<file path="src/common/ewp_pkg.sv">
// Shared constants and types for the serial EEPROM write-protect controller
package ewp_pkg;

  // Frame layout: start bit, opcode, address, optional data word
  localparam int OP_W       = 2;
  localparam int ADR_W      = 8;
  localparam int LOC_W      = 7;
  localparam int DATA_W     = 16;
  localparam int BOUND_W    = 8;
  localparam int HDR_BITS   = OP_W + ADR_W;
  localparam int FRAME_BITS = HDR_BITS + DATA_W;

  // Opcodes
  localparam logic [1:0] OP_CTRL  = 2'h0;
  localparam logic [1:0] OP_WRITE = 2'h1;
  localparam logic [1:0] OP_READ  = 2'h2;
  localparam logic [1:0] OP_CLEAR = 2'h3;

  // Two top address bits that select a control command under OP_CTRL
  localparam logic [1:0] SUB_DIS   = 2'h0;
  localparam logic [1:0] SUB_ALL   = 2'h1;
  localparam logic [1:0] SUB_ENA   = 2'h3;

  // Protect register values
  localparam logic [7:0] BOUND_CLEAR = 8'hFF;
  localparam logic [7:0] CLEAR_ADR   = 8'hFF;

  // Timing: programming time in microseconds, clock 10 MHz
  localparam int CLK_HZ        = 10_000_000;
  localparam int PROG_TIME_US  = 10_000;
  localparam int PROG_CYCLES   = PROG_TIME_US * (CLK_HZ / 1_000_000);

  // Structure
  localparam int SYNC_PINS  = 5;
  localparam int FIFO_DEPTH = 8;
  localparam int CMD_W      = 1 + LOC_W + DATA_W;

  // Pin positions in the synchroniser vector
  localparam int PIN_CS  = 4;
  localparam int PIN_SK  = 3;
  localparam int PIN_SI  = 2;
  localparam int PIN_PA  = 1;
  localparam int PIN_PS  = 0;

  typedef enum logic [2:0] {
    ST_IDLE  = 3'b001,
    ST_SHIFT = 3'b010,
    ST_READ  = 3'b100
  } ewp_frame_t;

endpackage

</file>
<file path="src/common/ewp_fifo_if.sv">
// Carrier between the controller and its command FIFO
`timescale 1ns/10ps
interface ewp_fifo_if #(
  parameter int WIDTH = 24
);
  logic             push_valid;
  logic             push_ready;
  logic [WIDTH-1:0] push_data;
  logic             pop_valid;
  logic             pop_ready;
  logic [WIDTH-1:0] pop_data;

  modport src (
    output push_valid,
    output push_data,
    input  push_ready,
    input  pop_valid,
    input  pop_data,
    output pop_ready
  );

  modport store (
    input  push_valid,
    input  push_data,
    output push_ready,
    output pop_valid,
    output pop_data,
    input  pop_ready
  );
endinterface

</file>
<file path="src/verilog/ewp_fifo.sv">
// Command FIFO holding array programming requests
`timescale 1ns/10ps
module ewp_fifo #(
  parameter int WIDTH = 24,
  parameter int DEPTH = 8
) (
  input  wire logic clk,
  input  wire logic rst_n,
  ewp_fifo_if.store f
);
  localparam int AW = $clog2(DEPTH);

  // Pointer arithmetic relies on a power-of-two depth
  if (DEPTH < 2 || (1 << AW) != DEPTH) begin : g_bad_depth
    $error("ewp_fifo: DEPTH must be a power of two, at least 2");
  end

  logic [WIDTH-1:0] mem_r [DEPTH];
  logic [AW:0]      wr_ptr_r;
  logic [AW:0]      rd_ptr_r;
  logic             full_w;
  logic             empty_w;
  logic             push_w;
  logic             pop_w;

  // Extra pointer bit tells full from empty
  assign empty_w      = (wr_ptr_r == rd_ptr_r);
  assign full_w       = (wr_ptr_r[AW] != rd_ptr_r[AW]) &&
                        (wr_ptr_r[AW-1:0] == rd_ptr_r[AW-1:0]);
  assign push_w       = f.push_valid & ~full_w;
  assign pop_w        = f.pop_ready & ~empty_w;
  assign f.push_ready = ~full_w;
  assign f.pop_valid  = ~empty_w;
  assign f.pop_data   = mem_r[rd_ptr_r[AW-1:0]];

  // Storage is plain flops, no reset needed on data
  always_ff @(posedge clk) begin
    if (push_w) begin
      mem_r[wr_ptr_r[AW-1:0]] <= f.push_data;
    end
  end

  // Pointers
  always_ff @(posedge clk or negedge rst_n) begin
    if (!rst_n) begin
      wr_ptr_r <= '0;
      rd_ptr_r <= '0;
    end else begin
      if (push_w) begin
        wr_ptr_r <= wr_ptr_r + 1'b1;
      end
      if (pop_w) begin
        rd_ptr_r <= rd_ptr_r + 1'b1;
      end
    end
  end
endmodule // ewp_fifo

</file>
<file path="src/verilog/ewp_ctrl.sv">
// Instruction control for a 128 x 16 serial EEPROM with write-protect boundary
//
// Operation
// - After power-up the latch is clear; every programming command is refused.
// - The write-enable latch stays set until write-disable or power loss.
// - Write-enable frame sets the latch at chip-select fall, protect-select low.
// - Word write needs latch set, address below boundary, program pin high, select low.
// - Chip-select fall right after the last data bit starts self-timed programming.
// - During programming time report busy and accept no instruction.
// - With chip select high, data-out shows 0 while busy, 1 when ready.
// - Status appears on data-out without any serial clock edges.
// - Write-all programs every location with the frame data, timed like a write.
// - Write-all needs cleared boundary, latch set, program pin high, select low.
// - Write-disable frame clears the latch at chip-select fall.
// - Array reads run whether or not the latch is set; this controller implements only the boundary read.
// - Boundary register is 8 bits; locations at or above it are protected.
// - Boundary read shifts dummy 0 then 8 bits MSB first on serial clock rise.
// - Only the low 7 boundary bits count as an address.
// - Protect-unlock needs latch set and both pins high; arms at chip-select fall.
// - Unlock must directly precede protect clear; any other instruction disarms it.
// - Protect-clear programs the boundary to all ones, freeing every location.
// - Protect-clear needs fresh unlock and both pins high.
// - Chip-select fall after the last clear address bit starts a timed clear.
// - Frames open with start bit 1, 2-bit opcode, 8 address bits, sampled on rise.
// - Only the low 7 address bits select a location; the top bit is ignored.
// - Write and write-all carry 16 data bits after the address, MSB first.
// - Write-enable is opcode 00 with both top address bits 1.
`timescale 1ns/10ps
module ewp_ctrl #(
  parameter int          PROG_CYCLES = ewp_pkg::PROG_CYCLES,
  parameter int          FIFO_DEPTH  = ewp_pkg::FIFO_DEPTH,
  parameter logic [7:0]  BOUND_RESET = ewp_pkg::BOUND_CLEAR
) (
  input  wire logic                        clk,
  input  wire logic                        rst_n,
  input  wire logic                        chip_select,
  input  wire logic                        serial_clock,
  input  wire logic                        serial_in,
  input  wire logic                        program_allow_pin,
  input  wire logic                        protect_sel_pin,
  output logic                             data_out,
  output logic                             data_out_oe,
  output logic                             arr_wr_valid,
  input  wire logic                        arr_wr_ready,
  output logic                             arr_wr_all,
  output logic [ewp_pkg::LOC_W-1:0]        arr_wr_addr,
  output logic [ewp_pkg::DATA_W-1:0]       arr_wr_data,
  output logic                             write_enabled,
  output logic                             prog_busy,
  output logic [ewp_pkg::BOUND_W-1:0]      write_protect_boundary
);
  localparam int TW = $clog2(PROG_CYCLES + 1);
  localparam int NP = ewp_pkg::SYNC_PINS;

  // Timer and FIFO sizes must be servable
  if (PROG_CYCLES < 1) begin : g_bad_prog
    $error("ewp_ctrl: PROG_CYCLES must be at least 1");
  end
  if (FIFO_DEPTH < 2) begin : g_bad_fifo
    $error("ewp_ctrl: FIFO_DEPTH must be at least 2");
  end

  // Control command match: opcode 00 and the two top address bits
  function automatic logic ewp_is_ctrl(input logic [1:0] op,
                                       input logic [7:0] adr,
                                       input logic [1:0] sub);
    ewp_is_ctrl = (op == ewp_pkg::OP_CTRL) && (adr[7:6] == sub);
  endfunction

  // Reset synchroniser
  logic [1:0] rst_sr_r;
  logic       rst_sync_n;

  // Pin synchronisers
  logic [NP-1:0] pin_in_w;
  logic [NP-1:0] meta_r;
  logic [NP-1:0] sync_r;
  logic          cs_s;
  logic          sk_s;
  logic          si_s;
  logic          pa_s;
  logic          ps_s;
  logic          sk_d_r;
  logic          cs_d_r;
  logic          sk_rise;
  logic          cs_fall;

  // Frame state
  ewp_pkg::ewp_frame_t                 state_r;
  logic [4:0]                          bits_r;
  logic [ewp_pkg::FRAME_BITS-1:0]      sr_r;
  logic [ewp_pkg::BOUND_W:0]           out_sr_r;
  logic                                seen_r;

  // Device state
  logic                                wel_r;
  logic                                armed_r;
  logic [ewp_pkg::BOUND_W-1:0]         bound_r;
  logic [TW-1:0]                       tmr_r;
  logic                                clr_pend_r;
  logic                                show_r;
  logic                                do_r;
  logic                                oe_r;

  // Decode wires
  logic                                busy_w;
  logic                                hdr_w;
  logic                                full_w;
  logic [1:0]                          op_w;
  logic [7:0]                          adr_w;
  logic [ewp_pkg::DATA_W-1:0]          dat_w;
  logic                                prot_w;
  logic                                exec_w;
  logic                                start_w;
  logic                                rd_hdr_w;
  logic                                is_en;
  logic                                is_dis;
  logic                                is_wr;
  logic                                is_all;
  logic                                is_unl;
  logic                                is_clr;
  logic                                arr_go;
  logic                                prog_go;

  ewp_fifo_if #(.WIDTH(ewp_pkg::CMD_W)) fq ();

  // Reset release through two flops
  always_ff @(posedge clk or negedge rst_n) begin
    if (!rst_n) begin
      rst_sr_r <= 2'h0;
    end else begin
      rst_sr_r <= {rst_sr_r[0], 1'b1};
    end
  end
  assign rst_sync_n = rst_sr_r[1];

  // Every pin is asynchronous to clk; two flops each
  assign pin_in_w = {chip_select, serial_clock, serial_in, program_allow_pin, protect_sel_pin};
  for (genvar i = 0; i < NP; i++) begin : g_sync
    always_ff @(posedge clk or negedge rst_sync_n) begin
      if (!rst_sync_n) begin
        meta_r[i] <= 1'b0;
        sync_r[i] <= 1'b0;
      end else begin
        meta_r[i] <= pin_in_w[i];
        sync_r[i] <= meta_r[i];
      end
    end
  end

  assign cs_s = sync_r[ewp_pkg::PIN_CS];
  assign sk_s = sync_r[ewp_pkg::PIN_SK];
  assign si_s = sync_r[ewp_pkg::PIN_SI];
  assign pa_s = sync_r[ewp_pkg::PIN_PA];
  assign ps_s = sync_r[ewp_pkg::PIN_PS];

  // Edge detectors look only at the second stage
  always_ff @(posedge clk or negedge rst_sync_n) begin
    if (!rst_sync_n) begin
      sk_d_r <= 1'b0;
      cs_d_r <= 1'b0;
    end else begin
      sk_d_r <= sk_s;
      cs_d_r <= cs_s;
    end
  end
  assign sk_rise = sk_s & ~sk_d_r & cs_s;
  assign cs_fall = ~cs_s & cs_d_r;

  // Field extraction depends on how many bits the frame carried
  assign busy_w   = (tmr_r != '0);
  assign hdr_w    = (bits_r == 5'(ewp_pkg::HDR_BITS));
  assign full_w   = (bits_r == 5'(ewp_pkg::FRAME_BITS));
  assign op_w     = full_w ? sr_r[25:24] : sr_r[9:8];
  assign adr_w    = full_w ? sr_r[23:16] : sr_r[7:0];
  assign dat_w    = sr_r[15:0];
  // Boundary all ones means nothing is protected, so 0x7F stays writable
  assign prot_w   = (bound_r != ewp_pkg::BOUND_CLEAR) &&
                    (adr_w[6:0] >= bound_r[6:0]);

  // A start bit is only taken while idle and not programming
  assign start_w  = (state_r == ewp_pkg::ST_IDLE) & sk_rise & si_s & ~busy_w;
  // Boundary read goes out once the tenth bit lands; it is not gated by the latch
  assign rd_hdr_w = (state_r == ewp_pkg::ST_SHIFT) & sk_rise & (bits_r == 5'd9) &
                    (sr_r[8:7] == ewp_pkg::OP_READ) & ps_s;

  // Commands execute on chip-select fall; exact bit counts stop overrun frames
  assign exec_w = cs_fall & seen_r & ~busy_w;
  assign is_en  = exec_w & hdr_w & ewp_is_ctrl(op_w, adr_w, ewp_pkg::SUB_ENA) & ~ps_s;
  assign is_dis = exec_w & hdr_w & ewp_is_ctrl(op_w, adr_w, ewp_pkg::SUB_DIS) & ~ps_s;
  assign is_wr  = exec_w & full_w & (op_w == ewp_pkg::OP_WRITE) & ~ps_s & pa_s &
                  wel_r & ~prot_w;
  assign is_all = exec_w & full_w & ewp_is_ctrl(op_w, adr_w, ewp_pkg::SUB_ALL) & ~ps_s &
                  pa_s & wel_r & (bound_r == ewp_pkg::BOUND_CLEAR);
  assign is_unl = exec_w & hdr_w & ewp_is_ctrl(op_w, adr_w, ewp_pkg::SUB_ENA) & ps_s &
                  pa_s & wel_r;
  assign is_clr = exec_w & hdr_w & (op_w == ewp_pkg::OP_CLEAR) &
                  (adr_w == ewp_pkg::CLEAR_ADR) & ps_s & pa_s & armed_r;
  // A full FIFO refuses the command outright rather than losing it later
  assign arr_go  = (is_wr | is_all) & fq.push_ready;
  assign prog_go = arr_go | is_clr;

  // Request handed to the array side
  assign fq.push_valid = arr_go;
  assign fq.push_data  = {is_all, adr_w[6:0], dat_w};
  assign fq.pop_ready  = arr_wr_ready;
  assign arr_wr_valid  = fq.pop_valid;
  assign arr_wr_all    = fq.pop_data[ewp_pkg::CMD_W-1];
  assign arr_wr_addr   = fq.pop_data[ewp_pkg::CMD_W-2:ewp_pkg::DATA_W];
  assign arr_wr_data   = fq.pop_data[ewp_pkg::DATA_W-1:0];

  ewp_fifo #(
    .WIDTH (ewp_pkg::CMD_W),
    .DEPTH (FIFO_DEPTH)
  ) u_fifo (
    .clk   (clk),
    .rst_n (rst_sync_n),
    .f     (fq)
  );

  // Frame sequencer; chip select low always returns to idle
  always_ff @(posedge clk or negedge rst_sync_n) begin
    if (!rst_sync_n) begin
      state_r <= ewp_pkg::ST_IDLE;
    end else if (!cs_s) begin
      state_r <= ewp_pkg::ST_IDLE;
    end else begin
      case (state_r)
        ewp_pkg::ST_IDLE: begin
          if (start_w) begin
            state_r <= ewp_pkg::ST_SHIFT;
          end
        end
        ewp_pkg::ST_SHIFT: begin
          if (rd_hdr_w) begin
            state_r <= ewp_pkg::ST_READ;
          end
        end
        ewp_pkg::ST_READ: begin
          state_r <= ewp_pkg::ST_READ;
        end
        default: begin
          state_r <= ewp_pkg::ST_IDLE;
        end
      endcase
    end
  end

  // Bit collection; the count saturates so long frames never alias a valid length
  always_ff @(posedge clk or negedge rst_sync_n) begin
    if (!rst_sync_n) begin
      bits_r <= 5'h00;
      sr_r   <= '0;
    end else if (start_w) begin
      bits_r <= 5'h00;
      sr_r   <= '0;
    end else if (sk_rise && state_r != ewp_pkg::ST_IDLE) begin
      sr_r   <= {sr_r[ewp_pkg::FRAME_BITS-2:0], si_s};
      bits_r <= (bits_r == 5'h1F) ? bits_r : bits_r + 5'h01;
    end
  end

  // Frame-seen flag survives the chip-select fall cycle so exec can use it
  always_ff @(posedge clk or negedge rst_sync_n) begin
    if (!rst_sync_n) begin
      seen_r <= 1'b0;
    end else if (start_w) begin
      seen_r <= 1'b1;
    end else if (!cs_s) begin
      seen_r <= 1'b0;
    end
  end

  // Boundary read shifter: dummy zero then MSB first, one bit per rising edge
  always_ff @(posedge clk or negedge rst_sync_n) begin
    if (!rst_sync_n) begin
      out_sr_r <= '0;
    end else if (rd_hdr_w) begin
      out_sr_r <= {1'b0, bound_r};
    end else if (sk_rise && state_r == ewp_pkg::ST_READ) begin
      out_sr_r <= {out_sr_r[ewp_pkg::BOUND_W-1:0], 1'b0};
    end
  end

  // Write-enable latch: clear at power-up, changed only by its two commands
  always_ff @(posedge clk or negedge rst_sync_n) begin
    if (!rst_sync_n) begin
      wel_r <= 1'b0;
    end else if (is_en) begin
      wel_r <= 1'b1;
    end else if (is_dis) begin
      wel_r <= 1'b0;
    end
  end

  // Unlock is armed by its own frame and disarmed by any other instruction
  always_ff @(posedge clk or negedge rst_sync_n) begin
    if (!rst_sync_n) begin
      armed_r <= 1'b0;
    end else if (exec_w) begin
      armed_r <= is_unl;
    end
  end

  // Programming timer; busy lasts the whole programming time
  always_ff @(posedge clk or negedge rst_sync_n) begin
    if (!rst_sync_n) begin
      tmr_r <= '0;
    end else if (prog_go) begin
      tmr_r <= TW'(PROG_CYCLES);
    end else if (busy_w) begin
      tmr_r <= tmr_r - 1'b1;
    end
  end

  // Boundary is rewritten when the timed clear ends
  always_ff @(posedge clk or negedge rst_sync_n) begin
    if (!rst_sync_n) begin
      clr_pend_r <= 1'b0;
      bound_r    <= BOUND_RESET;
    end else if (is_clr) begin
      clr_pend_r <= 1'b1;
    end else if (clr_pend_r && tmr_r == TW'(1)) begin
      clr_pend_r <= 1'b0;
      bound_r    <= ewp_pkg::BOUND_CLEAR;
    end
  end

  // Status display after programming, dropped by a start bit once ready
  always_ff @(posedge clk or negedge rst_sync_n) begin
    if (!rst_sync_n) begin
      show_r <= 1'b0;
    end else if (prog_go) begin
      show_r <= 1'b1;
    end else if (sk_rise && si_s && !busy_w) begin
      show_r <= 1'b0;
    end
  end

  // Data-out pin: status needs no serial clock, read data follows the shifter
  always_ff @(posedge clk or negedge rst_sync_n) begin
    if (!rst_sync_n) begin
      do_r <= 1'b0;
      oe_r <= 1'b0;
    end else begin
      oe_r <= cs_s & (show_r | state_r == ewp_pkg::ST_READ);
      do_r <= show_r ? ~busy_w : out_sr_r[ewp_pkg::BOUND_W];
    end
  end

  assign data_out               = do_r;
  assign data_out_oe            = oe_r;
  assign write_enabled          = wel_r;
  assign prog_busy              = busy_w;
  assign write_protect_boundary = bound_r;
endmodule // ewp_ctrl

</file>
<file path="config.mk">
export PLATFORM = sky130hd
export DESIGN_NAME = ewp_ctrl
export DESIGN_NICKNAME = d
export VERILOG_FILES = /design/src/common/ewp_pkg.sv /design/src/common/ewp_fifo_if.sv /design/src/verilog/ewp_fifo.sv /design/src/verilog/ewp_ctrl.sv
export SDC_FILE = /design/constraint.sdc
export NUM_CORES = 1
export LEC_CHECK = 0
export ABC_CLOCK_PERIOD_IN_PS = 2760
export BUFFER_PORTS_ARGS = -buffer_cell sky130_fd_sc_hd__clkbuf_2
export CORE_MARGIN = 2
export CORE_UTILIZATION = 50
export DETAILED_ROUTE_END_ITERATION = 8
export PLACE_DENSITY = 0.69
export SYNTH_ARGS = -nofsm -noshare
export SYNTH_HDL_FRONTEND = slang
export SYNTH_HIERARCHICAL = 1
export SYNTH_SLANG_ARGS = --single-unit
export TNS_END_PERCENT = 10
</file>
<file path="constraint.sdc">
create_clock -name clk -period 2.76 [get_ports clk]
set_clock_uncertainty 0.15 [all_clocks]
set_input_delay 0.828 -clock clk [delete_from_list [all_inputs] [get_ports clk]]
set_output_delay 0.828 -clock clk [all_outputs]
set_load 0.03 [all_outputs]
</file>
==> metrics.txt, run 1 <==
Buffers on Ports 36; CTS Buffer Depth 3; maximum fanout along the worst path 6; drt total wl approximately 24000 µm; Async S/R FF share, synth a little under a third; WL/cell between 20 and 25 µm; Reg2Reg Launch Point tmr_r[1]; data arrival time of the worst path between 2000 and 2500 ps; commonest non-fill, non-tap cell in the layout edfxtp_1; min Tclk post-route around 3300 ps; Area contributors post-synth edfxtp_1 (50%), dfrtp_1 (19%), mux4_1 (5.7%), mux4_2 (4.5%), mux2_2 (3.4%); Final Hold Fails 0; Final Net Count roughly 800; DRC 0; Netlist Area Pre-Place around 12000 µm²; Final ANT Viol Nets 0; Ant. Diodes 0; worst hold path class flip-flop to asynchronous set/reset pin; Largest delay share family, worst path multiplexers; total CTS buffers 28; largest net degree at the start of global routing 50; fmax 305 MHz; global route total overflow 0; Setup Viol. Count Final roughly 220; H-tree Lvls 1; Power Total roughly 0.0084 W; PwrDens ~600 nW/µm²; Clock transition at path regs approximately 60 ps; Post-synth EDFFs approximately 190; worst path cell trace buf_12 -> buf_8 -> buf_16 -> mux4_2 -> mux2_4 -> clkbuf_8; row count between 50 and 60; Final Cycle Share 119%; first-pass GRT wire length ~38000 µm; Via density just under 6; Synth top area share about 50%; layout cells sized above 1 33.9%; final core utilization between 60 and 70%; critical path's largest stage delay roughly 530 ps; P_leak about 6 nW; clk sinks between 200 and 300; Die ar. 24300 µm²; Worst R2R Setup Slack -510 ps; Die Y 156 µm; Synth Register Bits 280; Max VDD drop about 0.48 mV; outcome complete, but fails checks; I/O Pins 45; Critical Path Start Type flip-flop; most frequent cells in the layout edfxtp_1 (192), dfrtp_1 (84), buf_4 (46); Die X-Extent around 160 µm; CORE AREA between 20000 and 25000 µm²; final setup margin -523 ps; TritonCTS clock tree done; Critical-path top delay cell mux4_2; RSZ-0062 raised after global routing true; sequential area share after synthesis between 60 and 70%; Max Slew Vio Count 0; GR Util All Layers around a fifth; clock latency on the worst-skew pair 550 ps; fillcell total 1559; Worst slew margin between 10 and 15%; First DRT Iteration DRCs between 300 and 400; multi-input logic area 3480 µm²; violated checks negative setup slack; CP endpoint arr_wr_data[14]; Post-Synthesis Cells 667; HPWL Detailed approximately 13000 µm; Least-Margin Pin Slew between 1000 and 1500 ps; critical path endpoint category primary output; Clock Root Buffer clkbuf_16; maxcap violations 0; syn avg cell area about 17 µm²; register area between 7000 and 8000 µm²; Yosys top cell by area edfxtp_1; Layout area overhead 24.3%; WP buf/inv 4; CP Data Required Time between 1500 and 2000 ps; starting density of the core between 50% and 60%; distinct cell type count after synthesis between 60 and 70; ys flop type edfxtp_1; Crit Path Class flip-flop to primary output; initial antenna violation count 0; Reg2Reg Depth 13; vias in the first global route 6802; Critical Path Stages 6; r2r endpoint u_fifo/mem_r[0][10]; DR pass1 iterations 5; Ys Warns 6; worst hold slack just under 200 ps; GP Congestion 0.821; total number of vias around 6400; Crit. Startpoint u_fifo/rd_ptr_r[0]
area by class of cell:
cell class              count  share of cell area, %
repair buffers            119                   10.6
inverters                  10                  0.262
multi-input cells         348                   24.3
clock inverters            20                   1.69
well taps                 285                   2.49
flip-flops and latches    280                   55.7
clock buffers              32                   5.00
power by group:
| group | internal (W) | switching (W) | total [W] |
|---|---|---|---|
| Sequential | 0.00446 | 0.0000229 | 0.00449 |
| Clock | 0.00233 | 0.00156 | 0.00389 |
| Combinational | 0.0000139 | 0.0000400 | 0.0000539 |
| Total | 0.00681 | 0.00162 | 0.00843 |
through the flow:
stage	cells	setup slack [ps]	area, µm²	TNS (ps)
floorplan	675	-889	11700	-148440
global placement	1019	-493	12600	-79140
detailed placement	1019	-618	12600	-98450
CTS	1094	-549	14300	-90180
global route	1094	-669	14300	-123040
finish	1094	-523	14300	-93320
repair_timing:
item,CTS,global route
pin swaps,7,0
buffers inserted,13,0
hold buffers,1,0
setup endpoints to repair,226,247
gates cloned,9,0
endpoints found under the hold margin,2,0
resized for setup,118,33
worst min-delay path by stage:
stage / from / end / slack, ps / depth (start not counted)
floorplan: meta_r[4] / cs_s / 180 / 0
global placement: meta_r[0] / ps_s / 190 / 0
detailed placement: meta_r[4] / cs_s / 180 / 0
CTS: meta_r[4] / cs_s / 200 / 0
global route: meta_r[0] / ps_s / 210 / 0
finish: rst_sr_r[1] / out_sr_r[0] / 200 / 0
worst reg2reg max path, delay by kind of cell, from the launching register on:
family | cells | cell delay (ps)
and+or+nand+nor | 7 | 1720
buffers and inverters | 4 | 490
DFF | 1 | 400
adders and majority gates | 1 | 120
AOI/OAI and AO/OA | 1 | 120
synth_stat cells, types with 3 or more instances:
cell type,n
nor4_1,8
nor3_1,9
o21ai_0,8
ha_1,8
edfxtp_1,192
mux4_2,23
nor2b_1,4
clkbuf_1,12
a22o_1,25
a21oi_1,6
xnor2_1,12
and2_1,3
xor2_1,12
nand3_1,26
mux4_1,25
buf_2,3
mux2_2,35
and3_1,5
nand2b_1,8
dfrtp_1,87
mux2i_1,3
nand4_1,8
buf_4,9
or4_1,4
buf_6,11
inv_1,10
nand2_1,43
nor2_1,23
layer usage:
metal | routed length [µm] | global-route usage (%) | part of all wire, %
met5 | 0 | 0 | 0
met4 | 510 | 5.46 | 2.1
met3 | 1130 | 2.81 | 4.7
met2 | 12600 | 36.3 | 52
met1 | 9820 | 27.1 | 41
kinds of logic (layout without fill, tap and decap cells):
| kind of cell | Yosys count | in the layout | synth area share, % |
|---|---|---|---|
| AND/OR/NAND/NOR | 160 | 160 | 7.38 |
| multiplexers | 86 | 86 | 13.9 |
| buffers and inverters | 47 | 181 | 2.57 |
| other | 1 | 9 | 0.0325 |
| flip-flops | 280 | 280 | 69.1 |
| XOR/XNOR | 25 | 25 | 1.97 |
| AO/OA/AOI/OAI | 60 | 60 | 4.16 |
| adder cells (fa/ha/maj) | 8 | 8 | 0.869 |
sequential cells by signal (all words and copies together) (netlist names), 2 cells and up:
signal	cells
u_fifo/mem_r	192
sr_r	26
tmr_r	17
out_sr_r	9
bits_r	5
meta_r	5
u_fifo/rd_ptr_r	4
u_fifo/wr_ptr_r	4
state_r	3
rst_sr_r	2
No activity file was read; power rests on OpenSTA's default activity.
==> run 2, diff against run 1 <==
--- a/config.mk
+++ b/config.mk
@@ -8,9 +8,10 @@
 export ABC_CLOCK_PERIOD_IN_PS = 2760
 export BUFFER_PORTS_ARGS = -buffer_cell sky130_fd_sc_hd__clkbuf_2
 export CORE_MARGIN = 2
-export CORE_UTILIZATION = 50
+export CORE_UTILIZATION = 55
 export DETAILED_ROUTE_END_ITERATION = 8
-export PLACE_DENSITY = 0.69
+export GPL_ROUTABILITY_DRIVEN = 0
+export PLACE_DENSITY = 0.75
 export SYNTH_ARGS = -nofsm -noshare
 export SYNTH_HDL_FRONTEND = slang
 export SYNTH_HIERARCHICAL = 1
==> run 2 against run 1 <==
  * The run still ends with negative setup slack left
  * Routed wire length is 1.3% higher
  * Final cell count is 1.6% lower
  * Critical path depth stayed put
  * Clock power hardly changed
  * Sequential power hardly changed
  * Sequential share of layout area is 0.59 points higher
  * Clock-buffer cell count is 1 lower
  * Maximum frequency is 0.35% lower
  * Core utilization is 6.1 points higher
  * Register-to-register slack better by 50 ps
  * Critical endpoint is now arr_wr_addr[3]
==> metrics.txt, run 2 (synthesized netlist as in run 1, its figures left out) <==
outcome complete, but fails checks (unchanged); violated checks negative setup slack (unchanged); Die ar. 22100 µm² (was 24300 µm²); DRC 0 (unchanged); I/O Pins 45 (unchanged); Die Y 149 µm (was 156 µm); DR pass1 iterations 5 (unchanged); commonest non-fill, non-tap cell in the layout edfxtp_1 (unchanged); worst hold slack 196 ps (was 197 ps); met2 wire len 12800 µm (was 12600 µm); Ant. Diodes 0 (unchanged); internal power 0.00675 W (was 0.00681 W); clock latency on the worst-skew pair 550 ps (about the same); vias in the first global route 6810 (was 6802); RSZ-0062 raised after global routing true (unchanged); Max Slew Vio Count 0 (unchanged); total number of vias 6405 (was 6373); Max VDD drop 0.495 mV (was 0.478 mV); cell count after placement 1008 (was 1019); Critical Path Start Type flip-flop (unchanged); Via density 5.95 (was 5.83); Layout area overhead 23.0% (was 24.3%); fmax 304 MHz (was 305 MHz); Sw Share 19.7% (was 19.2%); largest net degree at the start of global routing 49 (was 50); Crit Path Class flip-flop to primary output (unchanged); maximum fanout along the worst path 7 (was 6); HPWL Detailed 13500 µm (about the same); initial antenna violation count 0 (unchanged); total CTS buffers 27 (was 28); First DRT Iteration DRCs 414 (was 366); most frequent cells in the layout edfxtp_1 (192), dfrtp_1 (84), buf_4 (54) (was edfxtp_1 (192), dfrtp_1 (84), buf_4 (46)); Final Hold Fails 0 (unchanged); Combinational Power Share 0.6% (about the same); row count 52 (was 55); drt total wl 24400 µm (was 24000 µm); fillcell total 1303 (was 1559); Reg power frac 53.4% (was 53.2%); first-pass GRT wire length 38300 µm (was 38200 µm); PwrDens 593 nW/µm² (was 589 nW/µm²); CTS Buffer Depth 3 (unchanged); Least-Margin Pin Slew 1280 ps (about the same); data arrival time of the worst path 2320 ps (was 2300 ps); P_leak 5.80 nW (was 5.83 nW); Final ANT Viol Nets 0 (unchanged); CP Data Required Time 1780 ps (about the same); layout cells sized above 1 34.6% (was 33.9%); final std cells w/o fill 1077 (was 1094); WL/cell 22.6 µm (was 22.0 µm); clk sinks 280 (unchanged); clock share of power 46.0% (was 46.1%); H-tree Lvls 1 (unchanged); starting density of the core 56.4% (was 50.9%); final setup margin -534 ps (was -523 ps); global route total overflow 0 (unchanged); Largest register FFs 192 (unchanged); Setup Viol. Count Final 222 (unchanged); Clock transition at path regs 60 ps (about the same); Worst slew margin 14.4% (was 14.3%); CORE AREA 20400 µm² (was 22600 µm²); Die X-Extent 149 µm (was 156 µm); Final Net Count 802 (was 803); maxcap violations 0 (unchanged); GR Util All Layers 22.9% (was 20.6%); critical path endpoint category primary output (unchanged); worst hold path class flip-flop to flip-flop (was flip-flop to asynchronous set/reset pin); Switch Pwr 0.00165 W (was 0.00162 W); max layer used met4 (unchanged); min Tclk post-route 3290 ps (was 3280 ps); M1 WL 9670 µm (was 9820 µm); Setup Total Neg Slack -86360 ps (was -93320 ps); metal3 WL 1190 µm (was 1130 µm); TritonCTS clock tree done (unchanged); Clock Root Buffer clkbuf_16 (unchanged); Final Cycle Share 119% (about the same); Buffers on Ports 36 (unchanged)
==> run 2: cell count changes in the layout (fill, tap and decap cells not counted), sizes merged <==
cell / change
clkinv: -9
inv: +2
clkinvlp: +7
buf: -2
clkbuf: +1
bufinv: -1
==> run 2: area by class of cell <==
cell class / count / area (µm²) / share of cell area [%]
clock inverter: 19 / 233 / 1.64
timing repair buffer: 119 / 1380 / 9.75
sequential: 280 / 7980 / 56.3
multi-input combinational: 348 / 3480 / 24.6
clock buffer: 31 / 721 / 5.08
inverter: 10 / 40.0 / 0.282
tap: 270 / 338 / 2.38
==> run 2: path summary, 6_finish.rpt <==
kind	from	end	slack (ps)	cells after the start
worst max-delay path	u_fifo/rd_ptr_r[0]	arr_wr_addr[3]	-530	6
worst min-delay path	meta_r[3]	sk_s	200	0
worst max register to register	tmr_r[1]	u_fifo/mem_r[0][6]	-460	13
worst min register to register	meta_r[3]	sk_s	200	0
max in group asynchronous	rst_sr_r[1]	state_r[0]	1600	1
min in group asynchronous	rst_sr_r[1]	sr_r[14]	210	0
==> run 2: worst max-delay path, cell delays in order (launching register included) <==
cell and delay, ps:
dfrtp_4 490, buf_12 160, buf_12 120, buf_16 140
mux4_2 430, mux2_4 290, buf_8 140
==> run 2: power groups by stage <==
stage	logic [W]	registers, W	clock network, W
2_1_floorplan	0.0000313	0.00458	0
3_3_place_gp	0.0000514	0.00457	0
3_5_place_dp	0.0000526	0.00457	0
4_1_cts	0.0000538	0.00449	0.00391
5_1_grt	0.0000598	0.00449	0.00408
6_report	0.0000534	0.00449	0.00387
==> run 2: through the flow <==
step | total power [W] | area (µm²) | utilization [%] | worst slack, ps
4_1_cts | 0.00845 | 14100 | 69.2 | -568
2_1_floorplan | 0.00461 | 11700 | - | -889
5_1_grt | 0.00863 | 14200 | 69.4 | -592
3_5_place_dp | 0.00463 | 12600 | 61.6 | -551
6_report | 0.00840 | 14200 | 69.4 | -534
3_3_place_gp | 0.00462 | 12600 | 61.6 | -465
==> run 2: timing repair <==
| action | 4_1_cts | 5_1_grt |
|---|---|---|
| setup endpoints to repair | 223 | 248 |
| gates resized for setup | 91 | 47 |
| buffers inserted | 13 | 2 |
| endpoints found under the hold margin | 2 | 0 |
| hold buffers | 1 | 0 |
| pin swaps | 9 | 8 |
| cloned | 6 | 0 |
==> run 2: layer usage <==
layer	up-vias	track usage (%)
li1	2840	-
met1	3337	29.2
met2	178	40.8
met3	50	3.58
met4	0	7.62
met5	-	0
==> run 3, diff against run 2 <==
--- a/config.mk
+++ b/config.mk
@@ -7,11 +7,10 @@
 export LEC_CHECK = 0
 export ABC_CLOCK_PERIOD_IN_PS = 2760
 export BUFFER_PORTS_ARGS = -buffer_cell sky130_fd_sc_hd__clkbuf_2
-export CORE_MARGIN = 2
-export CORE_UTILIZATION = 55
+export CORE_UTILIZATION = 45
 export DETAILED_ROUTE_END_ITERATION = 8
 export GPL_ROUTABILITY_DRIVEN = 0
-export PLACE_DENSITY = 0.75
+export HOLD_SLACK_MARGIN = 0.08
 export SYNTH_ARGS = -nofsm -noshare
 export SYNTH_HDL_FRONTEND = slang
 export SYNTH_HIERARCHICAL = 1
==> run 3 against run 2 <==
  * Critical endpoint is now prog_busy
  * First-iteration DRC count down 12%
  * Clock-buffer cell count up 10
  * Highest routed layer unchanged
  * Critical path type unchanged
  * The run still ends with negative setup slack left
  * Maximum frequency down 1.0%
  * Critical path depth increased by 2
  * Non-clock buffer count increased by 4
  * Hold slack is essentially flat
  * Routed wire length shrank 3.3%
==> metrics.txt, run 3 (synthesized netlist as in run 1, its figures left out) <==
Die X-Extent 162 µm (was 149 µm); Via density 5.46 (was 5.95); maxcap violations 0 (unchanged); starting density of the core 45.8% (was 56.4%); PwrDens 597 nW/µm² (was 593 nW/µm²); critical path endpoint category primary output (unchanged); outcome complete, but fails checks (unchanged); final core utilization 56.8% (was 69.4%); Post-Place Setup Slack -560 ps (was -551 ps); Final Net Count 808 (was 802); worst hold path class flip-flop to flip-flop (unchanged); DR pass1 iterations 4 (was 5); layout cells sized above 1 34.5% (was 34.6%); Die ar. 26300 µm² (was 22100 µm²); met2 wire len 12100 µm (was 12800 µm); Critical Path Start Type flip-flop (unchanged); Hold Path Cell Cnt 0 (unchanged); M1 WL 9910 µm (was 9670 µm); I/O Pins 45 (unchanged); CORE AREA 25200 µm² (was 20400 µm²); Reg2Reg Depth 13 (unchanged); Final Cycle Share 121% (was 119%); GR Util All Layers 18.6% (was 22.9%); Max VDD drop 0.528 mV (was 0.495 mV); Final Hold Fails 0 (unchanged); Buffers on Ports 36 (unchanged); Least-Margin Pin Slew 687 ps (was 1280 ps); WL/cell 20.6 µm (was 22.6 µm); DRC 0 (unchanged); Setup Viol. Count Final 248 (was 222); max layer used met4 (unchanged); Power Total 0.00854 W (was 0.00840 W); internal power 0.00689 W (was 0.00675 W); Max Slew Vio Count 0 (unchanged); clk sinks 280 (unchanged); Clock Root Buffer clkbuf_16 (unchanged); most frequent cells in the layout edfxtp_1 (192), dfrtp_1 (84), buf_4 (50) (was edfxtp_1 (192), dfrtp_1 (84), buf_4 (54)); violated checks negative setup slack (unchanged); cell count after placement 1068 (was 1008); row count 58 (was 52); Sw Share 19.3% (was 19.7%); data arrival time of the worst path 2350 ps (was 2320 ps); final std cells w/o fill 1145 (was 1077); CTS Buffer Depth 3 (unchanged); Ant. Diodes 0 (unchanged); Final ANT Viol Nets 0 (unchanged); Clock transition at path regs 60 ps (about the same); post-route cell area 14300 µm² (was 14200 µm²); initial antenna violation count 0 (unchanged); CP Data Required Time 1780 ps (about the same); first-pass GRT wire length 37100 µm (was 38300 µm); P_leak 5.82 nW (was 5.80 nW); Crit Path Class flip-flop to primary output (unchanged); Layout area overhead 24.1% (was 23.0%); Combinational Power Share 0.6% (about the same); First DRT Iteration DRCs 366 (was 414); fmax 300 MHz (was 304 MHz); Worst slew margin 54.2% (was 14.4%); clock latency on the worst-skew pair 550 ps (about the same); min Tclk post-route 3330 ps (was 3290 ps); drt total wl 23600 µm (was 24400 µm); total number of vias 6249 (was 6405); largest net degree at the start of global routing 50 (was 49); RSZ-0062 raised after global routing true (unchanged); total CTS buffers 29 (was 27); Reg power frac 52.6% (was 53.4%); TritonCTS clock tree done (unchanged); clock share of power 46.8% (was 46.0%); Placed Area 12700 µm² (was 12600 µm²); metal3 WL 958 µm (was 1190 µm); commonest non-fill, non-tap cell in the layout edfxtp_1 (unchanged); H-tree Lvls 1 (unchanged); maximum fanout along the worst path 2 (was 7); Switch Pwr 0.00164 W (was 0.00165 W); global route total overflow 0 (unchanged); Largest register FFs 192 (unchanged); final setup margin -569 ps (was -534 ps); HPWL Detailed 13600 µm (was 13500 µm); Die Y 162 µm (was 149 µm); vias in the first global route 6638 (was 6810)
-- run 3: cell count changes in the layout (fill, tap and decap cells not counted), sizes merged --
cell / change
buf: +1
clkbuf: +13
clkinv: -2
clkinvlp: -4
-- run 3: per-stage QoR --
step	hold slack (ps)	setup TNS (ps)
after floorplan	181	-148440
after global placement	184	-85080
after detailed placement	185	-91940
after CTS	198	-94830
after global routing	206	-127230
final	196	-87500
-- run 3: path summary, 6_finish.rpt --
check	from	to	slack, ps
worst max-delay path	tmr_r[0]	prog_busy	-570
worst min-delay path	meta_r[4]	cs_s	200
worst max register to register	tmr_r[0]	u_fifo/mem_r[0][11]	-460
worst min register to register	meta_r[4]	cs_s	200
max in group asynchronous	rst_sr_r[1]	out_sr_r[5]	1610
min in group asynchronous	rst_sr_r[1]	sr_r[5]	220
-- run 3: power groups by stage --
stage / registers, W / logic (W) / clock network [W]
6_report: 0.00449 / 0.0000515 / 0.00400
5_1_grt: 0.00449 / 0.0000573 / 0.00425
4_1_cts: 0.00449 / 0.0000524 / 0.00410
3_5_place_dp: 0.00458 / 0.0000509 / 0
3_3_place_gp: 0.00457 / 0.0000493 / 0
2_1_floorplan: 0.00458 / 0.0000313 / 0
-- run 3: layout make-up --
cell class	instances	area (µm²)
clock buffers	41	801
clock inverters	13	196
fillers	1911	10900
inverters	10	37.5
multi-input cells	348	3440
flip-flops and latches	280	7980
well taps	330	413
repair buffers	123	1440
-- run 3: worst max-delay path, cell delays in order (launching register included) --
cell     delay [ps]
dfrtp_1         380
inv_2            60
ha_2            150
or4b_4          470
nor4_4          290
buf_4           170
buf_6           100
inv_2            40
buf_8           120
-- run 3: repair_timing --
item,CTS,global route
setup buffers,14,2
setup endpoints to repair,222,248
gates cloned,5,2
gates resized for setup,95,36
endpoints found under the hold margin,2,0
hold buffers,1,0
pin swaps,7,1
-- run 3: layer usage --
| layer | track usage, % | vias up |
|---|---|---|
| li1 | - | 2847 |
| met1 | 23.7 | 3231 |
| met2 | 33.4 | 131 |
| met3 | 2.60 | 40 |
| met4 | 4.76 | 0 |
| met5 | 0 | - |
